## src/core/srm_pkg.sv

```systemverilog
// package: constants and types of the stop ramp monitor
package srm_pkg;
    localparam logic [3:0] OFS_CTRL   = 4'h0;
    localparam logic [3:0] OFS_LAT    = 4'h1;
    localparam logic [3:0] OFS_MARGIN = 4'h2;
    localparam logic [3:0] OFS_ACCEL  = 4'h3;
    localparam logic [3:0] OFS_JERK   = 4'h4;
    localparam logic [3:0] OFS_STAT   = 4'h5;
    localparam logic [3:0] OFS_IRQ    = 4'h6;
    localparam logic [3:0] OFS_MASK   = 4'h7;
    localparam logic [3:0] OFS_SPEED  = 4'h8;
    localparam logic [3:0] OFS_LIMIT  = 4'h9;
    localparam int CTRL_CAT2_BIT  = 0;
    localparam int CTRL_SCURV_BIT = 1;
    localparam int EV_VIOL  = 0;
    localparam int EV_EXPIR = 1;
    localparam int EV_REST  = 2;
    localparam int EV_W     = 3;
    localparam logic [31:0] RST_CTRL   = 32'h0000_0000;
    localparam logic [31:0] RST_LAT    = 32'h0000_0000;
    localparam logic [31:0] RST_MARGIN = 32'h0000_0000;
    localparam logic [31:0] RST_ACCEL  = 32'h0000_0001;
    localparam logic [31:0] RST_JERK   = 32'h0000_0001;
    localparam logic [31:0] RD_UNMAPPED = 32'h0000_0000;
    typedef enum logic [1:0] {
        ST_IDLE,
        ST_LAT,
        ST_RAMP,
        ST_END
    } srm_state_t;
    typedef struct packed {
        logic        cat2;
        logic        scurve;
        logic [31:0] lat;
        logic [31:0] margin;
        logic [31:0] accel;
        logic [31:0] jerk;
    } srm_cfg_t;
    typedef struct packed {
        logic        out;
        logic        viol;
        logic        expired;
        logic        standstill_en;
        logic [1:0]  state;
    } srm_stat_t;
endpackage : srm_pkg

```

## src/core/srm_top.sv

```systemverilog
// stop ramp monitor with avalon-mm register slave
`timescale 1ns/1ps
`default_nettype none
module srm_top
    import srm_pkg::*;
#(
    parameter int PW = 32,
    parameter int SW = 24
) (
    input  wire logic          core_clk,
    input  wire logic          nrst,
    input  wire logic [5:0]    avs_address,
    input  wire logic          avs_read,
    input  wire logic          avs_write,
    input  wire logic [31:0]   avs_writedata,
    input  wire logic [3:0]    avs_byteenable,
    output logic [31:0]        avs_readdata,
    output logic               avs_waitrequest,
    input  wire logic [PW-1:0] pos_in,
    input  wire logic          pos_valid,
    input  wire logic          stop_req,
    input  wire logic          alarm_reset,
    input  wire logic          front_key,
    output logic               stop_ramp_monitor_ok,
    output logic               standstill_monitor_en,
    output logic               irq
);
    generate
        if (SW < 4 || SW > 31 || PW < SW) begin : g_chk
            $error("srm_top: SW must be 4..31 and PW >= SW");
        end
    endgenerate

    function automatic logic [31:0] be_merge(
        input logic [31:0] old_v,
        input logic [31:0] new_v,
        input logic [3:0]  be
    );
        logic [31:0] r;
        r = old_v;
        for (int i = 0; i < 4; i++) begin
            if (be[i]) begin
                r[i*8 +: 8] = new_v[i*8 +: 8];
            end
        end
        return r;
    endfunction : be_merge

    srm_cfg_t    cfg_r;
    srm_state_t  state_r;
    logic        ack_r;
    logic [31:0] rdata_r;
    logic [PW-1:0] pos_prev_r;
    logic        pos_seen_r;
    logic [SW-1:0] speed_r;
    logic [SW-1:0] v0_r;
    logic [31:0] tick_r;
    logic [SW:0] dec_r;
    logic [SW:0] rate_r;
    logic        viol_r;
    logic        expired_r;
    logic        rest_r;
    logic        ss_en_r;
    logic [EV_W-1:0] irq_stat_r;
    logic [EV_W-1:0] irq_mask_r;
    logic        stop_d_r;
    logic [3:0]  reg_idx;
    logic        wr_go;
    logic        rd_go;
    logic [PW-1:0] pos_diff;
    logic [SW:0] limit;
    logic [SW+1:0] lim_wide;
    logic        start;
    logic        ramp_tick;
    logic        over;
    logic        ack_in;
    logic [EV_W-1:0] ev;
    logic [SW:0] acc_cap;
    logic [SW:0] rate_step;

    // bus slave: one wait cycle, answer on the second edge
    assign reg_idx = avs_address[5:2];
    assign wr_go = avs_write & ack_r;
    assign rd_go = avs_read & ~ack_r;
    assign avs_waitrequest = (avs_read | avs_write) & ~ack_r;
    assign avs_readdata = rdata_r;

    always_ff @(posedge core_clk) begin
        if (!nrst) begin
            ack_r <= 1'b0;
        end else begin
            ack_r <= (avs_read | avs_write) & ~ack_r;
        end
    end

    // writes land at the answer edge, the one where waitrequest is low
    always_ff @(posedge core_clk) begin
        if (!nrst) begin
            cfg_r.cat2   <= RST_CTRL[CTRL_CAT2_BIT];
            cfg_r.scurve <= RST_CTRL[CTRL_SCURV_BIT];
            cfg_r.lat    <= RST_LAT;
            cfg_r.margin <= RST_MARGIN;
            cfg_r.accel  <= RST_ACCEL;
            cfg_r.jerk   <= RST_JERK;
        end else if (wr_go) begin
            unique case (reg_idx)
                OFS_CTRL: begin
                    if (avs_byteenable[0]) begin
                        cfg_r.cat2   <= avs_writedata[CTRL_CAT2_BIT];
                        cfg_r.scurve <= avs_writedata[CTRL_SCURV_BIT];
                    end
                end
                OFS_LAT:    cfg_r.lat    <= be_merge(cfg_r.lat, avs_writedata, avs_byteenable);
                OFS_MARGIN: cfg_r.margin <= be_merge(cfg_r.margin, avs_writedata, avs_byteenable);
                OFS_ACCEL:  cfg_r.accel  <= be_merge(cfg_r.accel, avs_writedata, avs_byteenable);
                OFS_JERK:   cfg_r.jerk   <= be_merge(cfg_r.jerk, avs_writedata, avs_byteenable);
                default: begin
                end
            endcase
        end
    end

    always_ff @(posedge core_clk) begin
        if (!nrst) begin
            rdata_r <= RD_UNMAPPED;
        end else if (rd_go) begin
            unique case (reg_idx)
                OFS_CTRL:   rdata_r <= {30'h0, cfg_r.scurve, cfg_r.cat2};
                OFS_LAT:    rdata_r <= cfg_r.lat;
                OFS_MARGIN: rdata_r <= cfg_r.margin;
                OFS_ACCEL:  rdata_r <= cfg_r.accel;
                OFS_JERK:   rdata_r <= cfg_r.jerk;
                OFS_STAT:   rdata_r <= {26'h0, stop_ramp_monitor_ok, viol_r, expired_r,
                                        ss_en_r, state_r};
                OFS_IRQ:    rdata_r <= {{(32-EV_W){1'b0}}, irq_stat_r};
                OFS_MASK:   rdata_r <= {{(32-EV_W){1'b0}}, irq_mask_r};
                OFS_SPEED:  rdata_r <= {{(32-SW){1'b0}}, speed_r};
                OFS_LIMIT:  rdata_r <= {{(31-SW){1'b0}}, limit};
                default:    rdata_r <= RD_UNMAPPED;
            endcase
        end
    end

    // speed as absolute position change per encoder sample
    assign pos_diff = pos_in - pos_prev_r;

    always_ff @(posedge core_clk) begin
        if (!nrst) begin
            pos_prev_r <= '0;
            pos_seen_r <= 1'b0;
            speed_r    <= '0;
        end else if (pos_valid) begin
            pos_prev_r <= pos_in;
            pos_seen_r <= 1'b1;
            if (pos_seen_r) begin
                speed_r <= pos_diff[PW-1] ? SW'(-pos_diff) : SW'(pos_diff);
            end
        end
    end

    // activation on rising stop request
    always_ff @(posedge core_clk) begin
        if (!nrst) begin
            stop_d_r <= 1'b0;
        end else begin
            stop_d_r <= stop_req;
        end
    end

    assign start = stop_req & ~stop_d_r;
    assign ramp_tick = pos_valid & (state_r == ST_RAMP);

    always_ff @(posedge core_clk) begin
        if (!nrst) begin
            state_r <= ST_IDLE;
            tick_r  <= '0;
        end else if (!stop_req) begin
            state_r <= ST_IDLE;
            tick_r  <= '0;
        end else begin
            unique case (state_r)
                ST_IDLE: begin
                    if (start) begin
                        state_r <= ST_LAT;
                        tick_r  <= '0;
                    end
                end
                ST_LAT: begin
                    // time counted in encoder samples; equal time ends latency
                    if (pos_valid) begin
                        if (tick_r >= cfg_r.lat) begin
                            state_r <= ST_RAMP;
                        end else begin
                            tick_r <= tick_r + 32'h1;
                        end
                    end
                end
                ST_RAMP: begin
                    if (expired_r) begin
                        state_r <= ST_END;
                    end
                end
                ST_END: begin
                end
            endcase
        end
    end

    // captured speed is the curve start
    always_ff @(posedge core_clk) begin
        if (!nrst) begin
            v0_r <= '0;
        end else if (start) begin
            v0_r <= speed_r;
        end
    end

    // deceleration grows by accel (linear) or by a jerk-limited rate (s-curve)
    assign acc_cap = cfg_r.accel[SW:0];
    // compare one bit wider so a large jerk cannot wrap below the cap
    assign rate_step = ({1'b0, rate_r} + {1'b0, cfg_r.jerk[SW:0]} >= {1'b0, acc_cap}) ? acc_cap
                                                                                     : rate_r + cfg_r.jerk[SW:0];

    always_ff @(posedge core_clk) begin
        if (!nrst) begin
            dec_r  <= '0;
            rate_r <= '0;
        end else if (state_r == ST_IDLE || state_r == ST_LAT) begin
            dec_r  <= '0;
            rate_r <= '0;
        end else if (ramp_tick && !expired_r) begin
            if (cfg_r.scurve) begin
                rate_r <= rate_step;
                dec_r  <= dec_r + rate_step;
            end else begin
                dec_r <= dec_r + acc_cap;
            end
        end
    end

    // limit = captured speed minus deceleration, plus margin
    assign lim_wide = (dec_r >= {1'b0, v0_r}) ? (SW+2)'(cfg_r.margin[SW:0])
                      : (SW+2)'({1'b0, v0_r} - dec_r) + (SW+2)'(cfg_r.margin[SW:0]);
    assign limit = lim_wide[SW+1] ? {(SW+1){1'b1}} : lim_wide[SW:0];
    // equality is within limits
    assign over = (state_r == ST_RAMP || state_r == ST_END) && ({1'b0, speed_r} > limit);

    always_ff @(posedge core_clk) begin
        if (!nrst) begin
            expired_r <= 1'b0;
        end else if (state_r == ST_IDLE) begin
            expired_r <= 1'b0;
        end else if (state_r == ST_RAMP && dec_r >= {1'b0, v0_r}) begin
            expired_r <= 1'b1;
        end
    end

    always_ff @(posedge core_clk) begin
        if (!nrst) begin
            rest_r <= 1'b0;
        end else if (state_r == ST_IDLE) begin
            rest_r <= 1'b0;
        end else if (expired_r && speed_r == '0) begin
            rest_r <= 1'b1;
        end
    end

    // standstill handover only in category 2
    always_ff @(posedge core_clk) begin
        if (!nrst) begin
            ss_en_r <= 1'b0;
        end else if (state_r == ST_IDLE) begin
            ss_en_r <= 1'b0;
        end else if (expired_r && cfg_r.cat2) begin
            ss_en_r <= 1'b1;
        end
    end

    // latched violation, set wins over the acknowledge
    assign ack_in = alarm_reset | front_key;
    always_ff @(posedge core_clk) begin
        if (!nrst) begin
            viol_r <= 1'b0;
        end else if (over) begin
            viol_r <= 1'b1;
        end else if (ack_in) begin
            viol_r <= 1'b0;
        end
    end

    // output: high idle and in latency unless a violation is latched, low on violation or cat1 rest
    always_ff @(posedge core_clk) begin
        if (!nrst) begin
            stop_ramp_monitor_ok <= 1'b1;
        end else if (over || viol_r) begin
            stop_ramp_monitor_ok <= 1'b0;
        end else if (!cfg_r.cat2 && rest_r) begin
            stop_ramp_monitor_ok <= 1'b0;
        end else begin
            stop_ramp_monitor_ok <= 1'b1;
        end
    end

    assign standstill_monitor_en = ss_en_r;

    // events: edges of violation, curve expiry and rest
    assign ev[EV_VIOL]  = over & ~viol_r;
    assign ev[EV_EXPIR] = (state_r == ST_RAMP) & (dec_r >= {1'b0, v0_r}) & ~expired_r;
    assign ev[EV_REST]  = expired_r & (speed_r == '0) & ~rest_r;

    genvar gi;
    generate
        for (gi = 0; gi < EV_W; gi++) begin : g_irq
            always_ff @(posedge core_clk) begin
                if (!nrst) begin
                    irq_stat_r[gi] <= 1'b0;
                end else if (ev[gi]) begin
                    irq_stat_r[gi] <= 1'b1;
                end else if (wr_go && reg_idx == OFS_IRQ && avs_byteenable[0] && avs_writedata[gi]) begin
                    irq_stat_r[gi] <= 1'b0;
                end
            end
        end
    endgenerate

    always_ff @(posedge core_clk) begin
        if (!nrst) begin
            irq_mask_r <= '0;
        end else if (wr_go && reg_idx == OFS_MASK && avs_byteenable[0]) begin
            irq_mask_r <= avs_writedata[EV_W-1:0];
        end
    end

    assign irq = |(irq_stat_r & irq_mask_r);
endmodule : srm_top
`default_nettype wire

```

## config.mk

```make
export PLATFORM = sky130hd
export DESIGN_NAME = srm_top
export DESIGN_NICKNAME = d
export VERILOG_FILES = /design/src/core/srm_pkg.sv /design/src/core/srm_top.sv
export SDC_FILE = /design/constraint.sdc
export NUM_CORES = 1
export LEC_CHECK = 0
export ABC_AREA = 0
export BUFFER_PORTS_ARGS = -buffer_cell sky130_fd_sc_hd__buf_2
export CAP_MARGIN = 20
export CORE_MARGIN = 5
export CORE_UTILIZATION = 63
export CTS_CLUSTER_SIZE = 12
export DETAILED_ROUTE_END_ITERATION = 6
export GPL_ROUTABILITY_DRIVEN = 0
export PLACE_DENSITY = 0.86
export SKIP_LAST_GASP = 1
export SLEW_MARGIN = 20
export SYNTH_ARGS = -nofsm -noshare
export SYNTH_HDL_FRONTEND = slang
export SYNTH_SLANG_ARGS = --single-unit
```

## constraint.sdc

```tcl
create_clock -name core_clk -period 8.1 [get_ports core_clk]
set_input_delay 1.62 -clock core_clk [delete_from_list [all_inputs] [get_ports core_clk]]
set_output_delay 1.62 -clock core_clk [all_outputs]
set_load 0.05 [all_outputs]
```

Word level (Yosys, flattened, before mapping) --
Index checks and enable logic that the tools add are counted.
Word-level totals: word-level logic and storage cells 164, output and inout bits 36, input port bits 82, register bits 340
Operators by class: add/sub/neg operators 9, equality and inequality tests 17, multiplexer cells 25, reductions and logical operators 52, $lt $le $gt $ge 4, bitwise operators 19
Operator list (number):
- $pmux W32 S10 | 1
- $mux W32 | 3
- $add A25 B25 Y25 | 3
- $mux W25 | 3
- $pmux W32 S2 | 1
- $reduce_and A3 Y1 | 17
- $add A32 B1 Y32 const B | 1
- $ge A32 B32 Y1 | 1
- $sub A32 B32 Y32 | 1
- $add A25 B25 Y26 | 1
- $add A26 B25 Y26 | 1
- $ge A26 B25 Y1 | 1
- $mux W26 | 1
- $sub A24 B25 Y26 | 1
- $ge A25 B24 Y1 | 1
- $gt A24 B25 Y1 | 1
- $logic_not A24 Y1 | 1
- $mux W24 | 1
- $neg A24 Y24 | 1
- $eq A4 B3 Y1 const B | 4
- $logic_and A1 B1 Y1 | 13
- $and A1 B1 Y1 | 10
- $mux W1 | 10
- $ne A2 B2 Y1 const B | 5
- 21 further kinds | 43

Longest topological paths before layout --
depth in word-level cells 8, mapped depth 33, depth with buffers taken out 32

Worst setup path after synthesis --
Ideal clock, no wire load.
kind register -> register, start point reg cfg_r[0] in the netlist's numbering, end point reg dec_r[24], arrival 6931 ps, period minus slack after synthesis 7052 ps, stages on the path, launching flop included 34, setup time 121 ps, path buffers 1, required time 7979 ps, setup slack 1048 ps, cell sequence dfxtp_1 -> ha_1 -> fa_1 -> a211oi_1 -> o211ai_1 -> a221o_1 -> a21o_1 -> a21o_1 -> a21o_1 -> a21oi_1 -> xnor2_1 -> ha_1 -> and4_1 -> and2_1 -> o311ai_0 -> nand3_1 -> a41oi_1 -> nand3_1 -> clkbuf_1 -> nand2_1 -> o21ai_0 -> ha_1 -> inv_1 -> fa_1 -> nor2b_1 -> o31a_1 -> o31ai_1 -> a21oi_1 -> o31ai_1 -> o21a_1 -> o21ai_0 -> or2_2 -> mux2i_1 -> mux2_2
On the way: word-level cells in the longest chain between the ends 5, elaborated cells on any way between the ends 6, those cells by class add/sub (3); order compare (1); mux (2)
RTL lines:
- from (decl) | RTL line srm_top.sv:49 | srm_cfg_t cfg_r;
- $add A25 B25 Y26 | RTL line srm_top.sv:221 | assign rate_step = ({1'b0, rate_r} + {1'b0, cfg_r.jerk[SW:0]} >= {1'b0, acc_cap}) ? acc_cap
- $ge A26 B25 Y1 | RTL line srm_top.sv:221
- $mux W25 (*) | RTL line srm_top.sv:221
- $add A25 B25 Y25 (*) | RTL line srm_top.sv:234 | dec_r <= dec_r + rate_step;
- $mux W25 (*) | RTL line srm_top.sv:232 | if (cfg_r.scurve) begin
- to (signal assigned) | RTL line srm_top.sv:234
- to (signal assigned) | RTL line srm_top.sv:236 | dec_r <= dec_r + acc_cap;
- to (decl) | RTL line srm_top.sv:58 | logic [SW:0] dec_r;
Every way passes the cells marked *; elsewhere a longest branch is shown, timed or not. A chain may end at the register's enable or synchronous reset.

Final worst setup path --
Same ends and word-level chain as after synthesis.

==> results_dict.tcl <==
set metrics [dict create \
    run_status "finished with violations" \
    violations "design-rule violations" \
    cts_tree "built" \
    worst_hold_startpoint "v0_r[15]$_SDFFE_PN0P_" \
    drive_above_1_share_pct 8.64 \
    critPathLaunch "cfg_r[0]$_SDFFE_PN1P_" \
    timing.rr.start "cfg_r[0]$_SDFFE_PN1P_" \
    crit_family "compound AO/OA/AOI/OAI gates" \
    nFillCells 2798 \
    wl_per_cell_um 21.1 \
    first_pass_iters 7 \
    synthCells 2925 \
    coreArea_um2 36700 \
    finalHoldViolations 0 \
    startpoint_type "register" \
    worstMarginPinSlew_ns 1.16 \
    place_area_um2 24300 \
    yosysSeqAreaShare_pct 29.0 \
    nNetsFinal 3304 \
    path_clk_slew_ns 0.06 \
    cts_max_path_buffers 3 \
    p_total_mw 4.49 \
    synth_area_um2 23500 \
    grt_use_total_pct 34.1 \
    synth_nets 3254 \
    place_ws_ns 0.431 \
    drtIter0Drc 2458 \
    die_y_um 203 \
    p_leak_nw 10.5 \
    dp_hpwl_um 54300 \
    slew_headroom_pct 22.5 \
    path_max_fanout 27 \
    clkSinkCount 340 \
    cp-end-kind "register" \
    clock_skew_ns 0.0314 \
    layout_setup_ws_ns 0.335 \
    critical_path_class "reg -> reg" \
    globalRoute.totalOverflow 0 \
    slew_violations 0 \
    clock-root-buffer "clkbuf_16" \
    grt_pass1_vias 22345 \
    ys_ff_latch 340 \
    antenna_left 0 \
    arrival_ns 8.22 \
    drc_errors 2 \
    fin_crit_ns 7.76 \
    hold_ws_ns 0.453 \
    portBuffers 115 \
    routed_via_density 6.59 \
    vias 22864 \
    synth_ff_type "dfxtp_1" \
    clk_latency_ns 0.57 \
    post-cts-setup-buffers 0 \
    crit_required_ns 8.56 \
    clock.fmax_mhz 129 \
    rsz0062_at_grt "no" \
    async_reset_ff_share_pct 0 \
    critical-path-slowest-cell "fa_1" \
    post_synth.cell_area_avg_um2 8.02 \
    fin_crit_sh_pct 95.9 \
    powerDensity_nw_per_um2 175 \
    die_area_um2 41200 \
    synth_edf_count 0 \
    routed_wl_um 73200 \
    die_x_um 203 \
    path_buf_inv 2 \
    grt_max_degree 79 \
    rows 70 \
    setup_viol 0 \
    final.setup.tns_ns 0 \
    antenna_found_initial 5 \
    peakVddDrop_v 0.000205 \
    yosysWarnings 0 \
    synthToLayoutAreaGrowth_pct 9.17 \
    htreeDepth 2 \
    cap_violations 0 \
    hold_class "reg -> reg" \
    ys_types 84 \
    fin_area_um2 25600 \
    critPathMaxStageDelay_ns 0.44 \
    start_util_pct 63.9 \
    cts_made_buffers 39 \
    grt_pass1_wl_um 115000 \
    boundaryPins 118 \
]
final timing paths:
| kind | depth (start not counted) | slack [ns] | endpoint |
|---|---|---|---|
| worst max register to register | 33 | 0.34 | dec_r[24]$_SDFFE_PP0P_ |
| worst max-delay path | 33 | 0.34 | dec_r[24]$_SDFFE_PP0P_ |
| worst min-delay path | 2 | 0.45 | v0_r[15]$_SDFFE_PN0P_ |
| worst min register to register | 2 | 0.45 | v0_r[15]$_SDFFE_PN0P_ |
metrics by stage:
step | instances | utilization (%)
after floorplan | 2925 | -
after global routing | 3467 | 69.8
after global placement | 3402 | 66.3
final | 3469 | 69.8
after CTS | 3466 | 69.7
after detailed placement | 3402 | 66.3
synthesized netlist by cell type (8+ instances only):
| library cell | n | area [um^2] |
|---|---|---|
| and2_1 | 17 | 106 |
| xor2_1 | 23 | 201 |
| mux2i_1 | 166 | 1660 |
| a21oi_1 | 257 | 1290 |
| a22oi_1 | 58 | 435 |
| a41o_1 | 9 | 90.1 |
| o31ai_1 | 24 | 180 |
| o211ai_1 | 23 | 173 |
| nand2b_1 | 31 | 194 |
| or3_1 | 25 | 156 |
| ha_1 | 220 | 2750 |
| a21o_1 | 72 | 541 |
| nor4_1 | 14 | 87.6 |
| and3_1 | 22 | 138 |
| xnor2_1 | 44 | 385 |
| o21a_1 | 26 | 195 |
| inv_1 | 234 | 878 |
| o21bai_1 | 9 | 67.6 |
| a211oi_1 | 44 | 330 |
| dfxtp_1 | 340 | 6810 |
| nand4_1 | 37 | 231 |
| mux2_2 | 22 | 248 |
| nand3_1 | 82 | 410 |
| clkbuf_1 | 118 | 443 |
| or4_1 | 19 | 143 |
| a31oi_1 | 38 | 238 |
| nor3b_1 | 8 | 60.1 |
| o2111ai_1 | 13 | 114 |
| nor2b_1 | 29 | 181 |
| nand2_1 | 276 | 1040 |
| o21ai_0 | 127 | 636 |
| nor2_1 | 287 | 1080 |
| or2_2 | 12 | 75.1 |
| nor3_1 | 42 | 210 |
| fa_1 | 27 | 541 |
power breakdown:
part	total (mW)	switching [mW]	internal, mW
registers	1.75	0.0492	1.70
clock network	1.78	0.721	1.06
logic	0.960	0.617	0.343
total	4.49	1.39	3.10
registers in the layout, summed over array words and instances, names as in the netlist, 25 cells and up:
name and flops:
rate_r 25, tick_r 32, dec_r 25, avs_readdata 32, pos_prev_r 32, cfg_r 105, acc_cap 25
final cells by class:
cell class | instances | area (um^2) | area share (%)
multi-input combinational | 2221 | 15300 | 59.9
timing repair buffer | 138 | 748 | 2.92
clock buffer | 47 | 1030 | 4.01
inverter | 235 | 887 | 3.46
clock inverter | 17 | 220 | 0.860
tap | 468 | 586 | 2.29
antenna | 3 | 7.51 | 0.0293
sequential | 340 | 6810 | 26.6
metal layers:
layer,GRT usage (%),routed length (um),up-vias
li1,-,-,10578
met1,40.8,27600,10655
met2,54.6,32600,1286
met3,8.42,7560,343
met4,22.2,5520,2
met5,0,20,-
worst min-delay path, cell delays in order, from the launching register on:
cell	delay, ns
dfxtp_1	0.30
nand2_1	0.05
a21oi_1	0.05
what timing repair did:
item	in CTS	in global routing
setup endpoints to repair	0	2
hold buffers	0	0
endpoints found under the hold margin	0	0
gates resized for setup	0	2
cell usage in the layout (no fill, tap or decap), types with 39 or more instances in the layout:
master       n
nor2_1     287
nand2_1    276
inv_1      234
dfxtp_1    340
a21oi_1    257
nand3_1     82
a21o_1      72
a211oi_1    44
o21ai_0    125
mux2i_1    166
a22oi_1     58
buf_2      115
clkbuf_16   39
xnor2_1     44
ha_1       220
cell families (layout without fill, tap and decap cells):
group | count (synthesis) | in the layout | synth area share [%]
AND/OR/NAND/NOR | 922 | 922 | 18.4
AO/OA/AOI/OAI | 794 | 794 | 21.8
buffers and inverters | 364 | 437 | 5.89
flip-flops | 340 | 340 | 29.0
adder cells (fa/ha/maj) | 247 | 247 | 14.0
multiplexers | 189 | 189 | 8.24
XOR/XNOR | 69 | 69 | 2.64
other | 0 | 3 | 0
(Power assumes the default switching activity.)
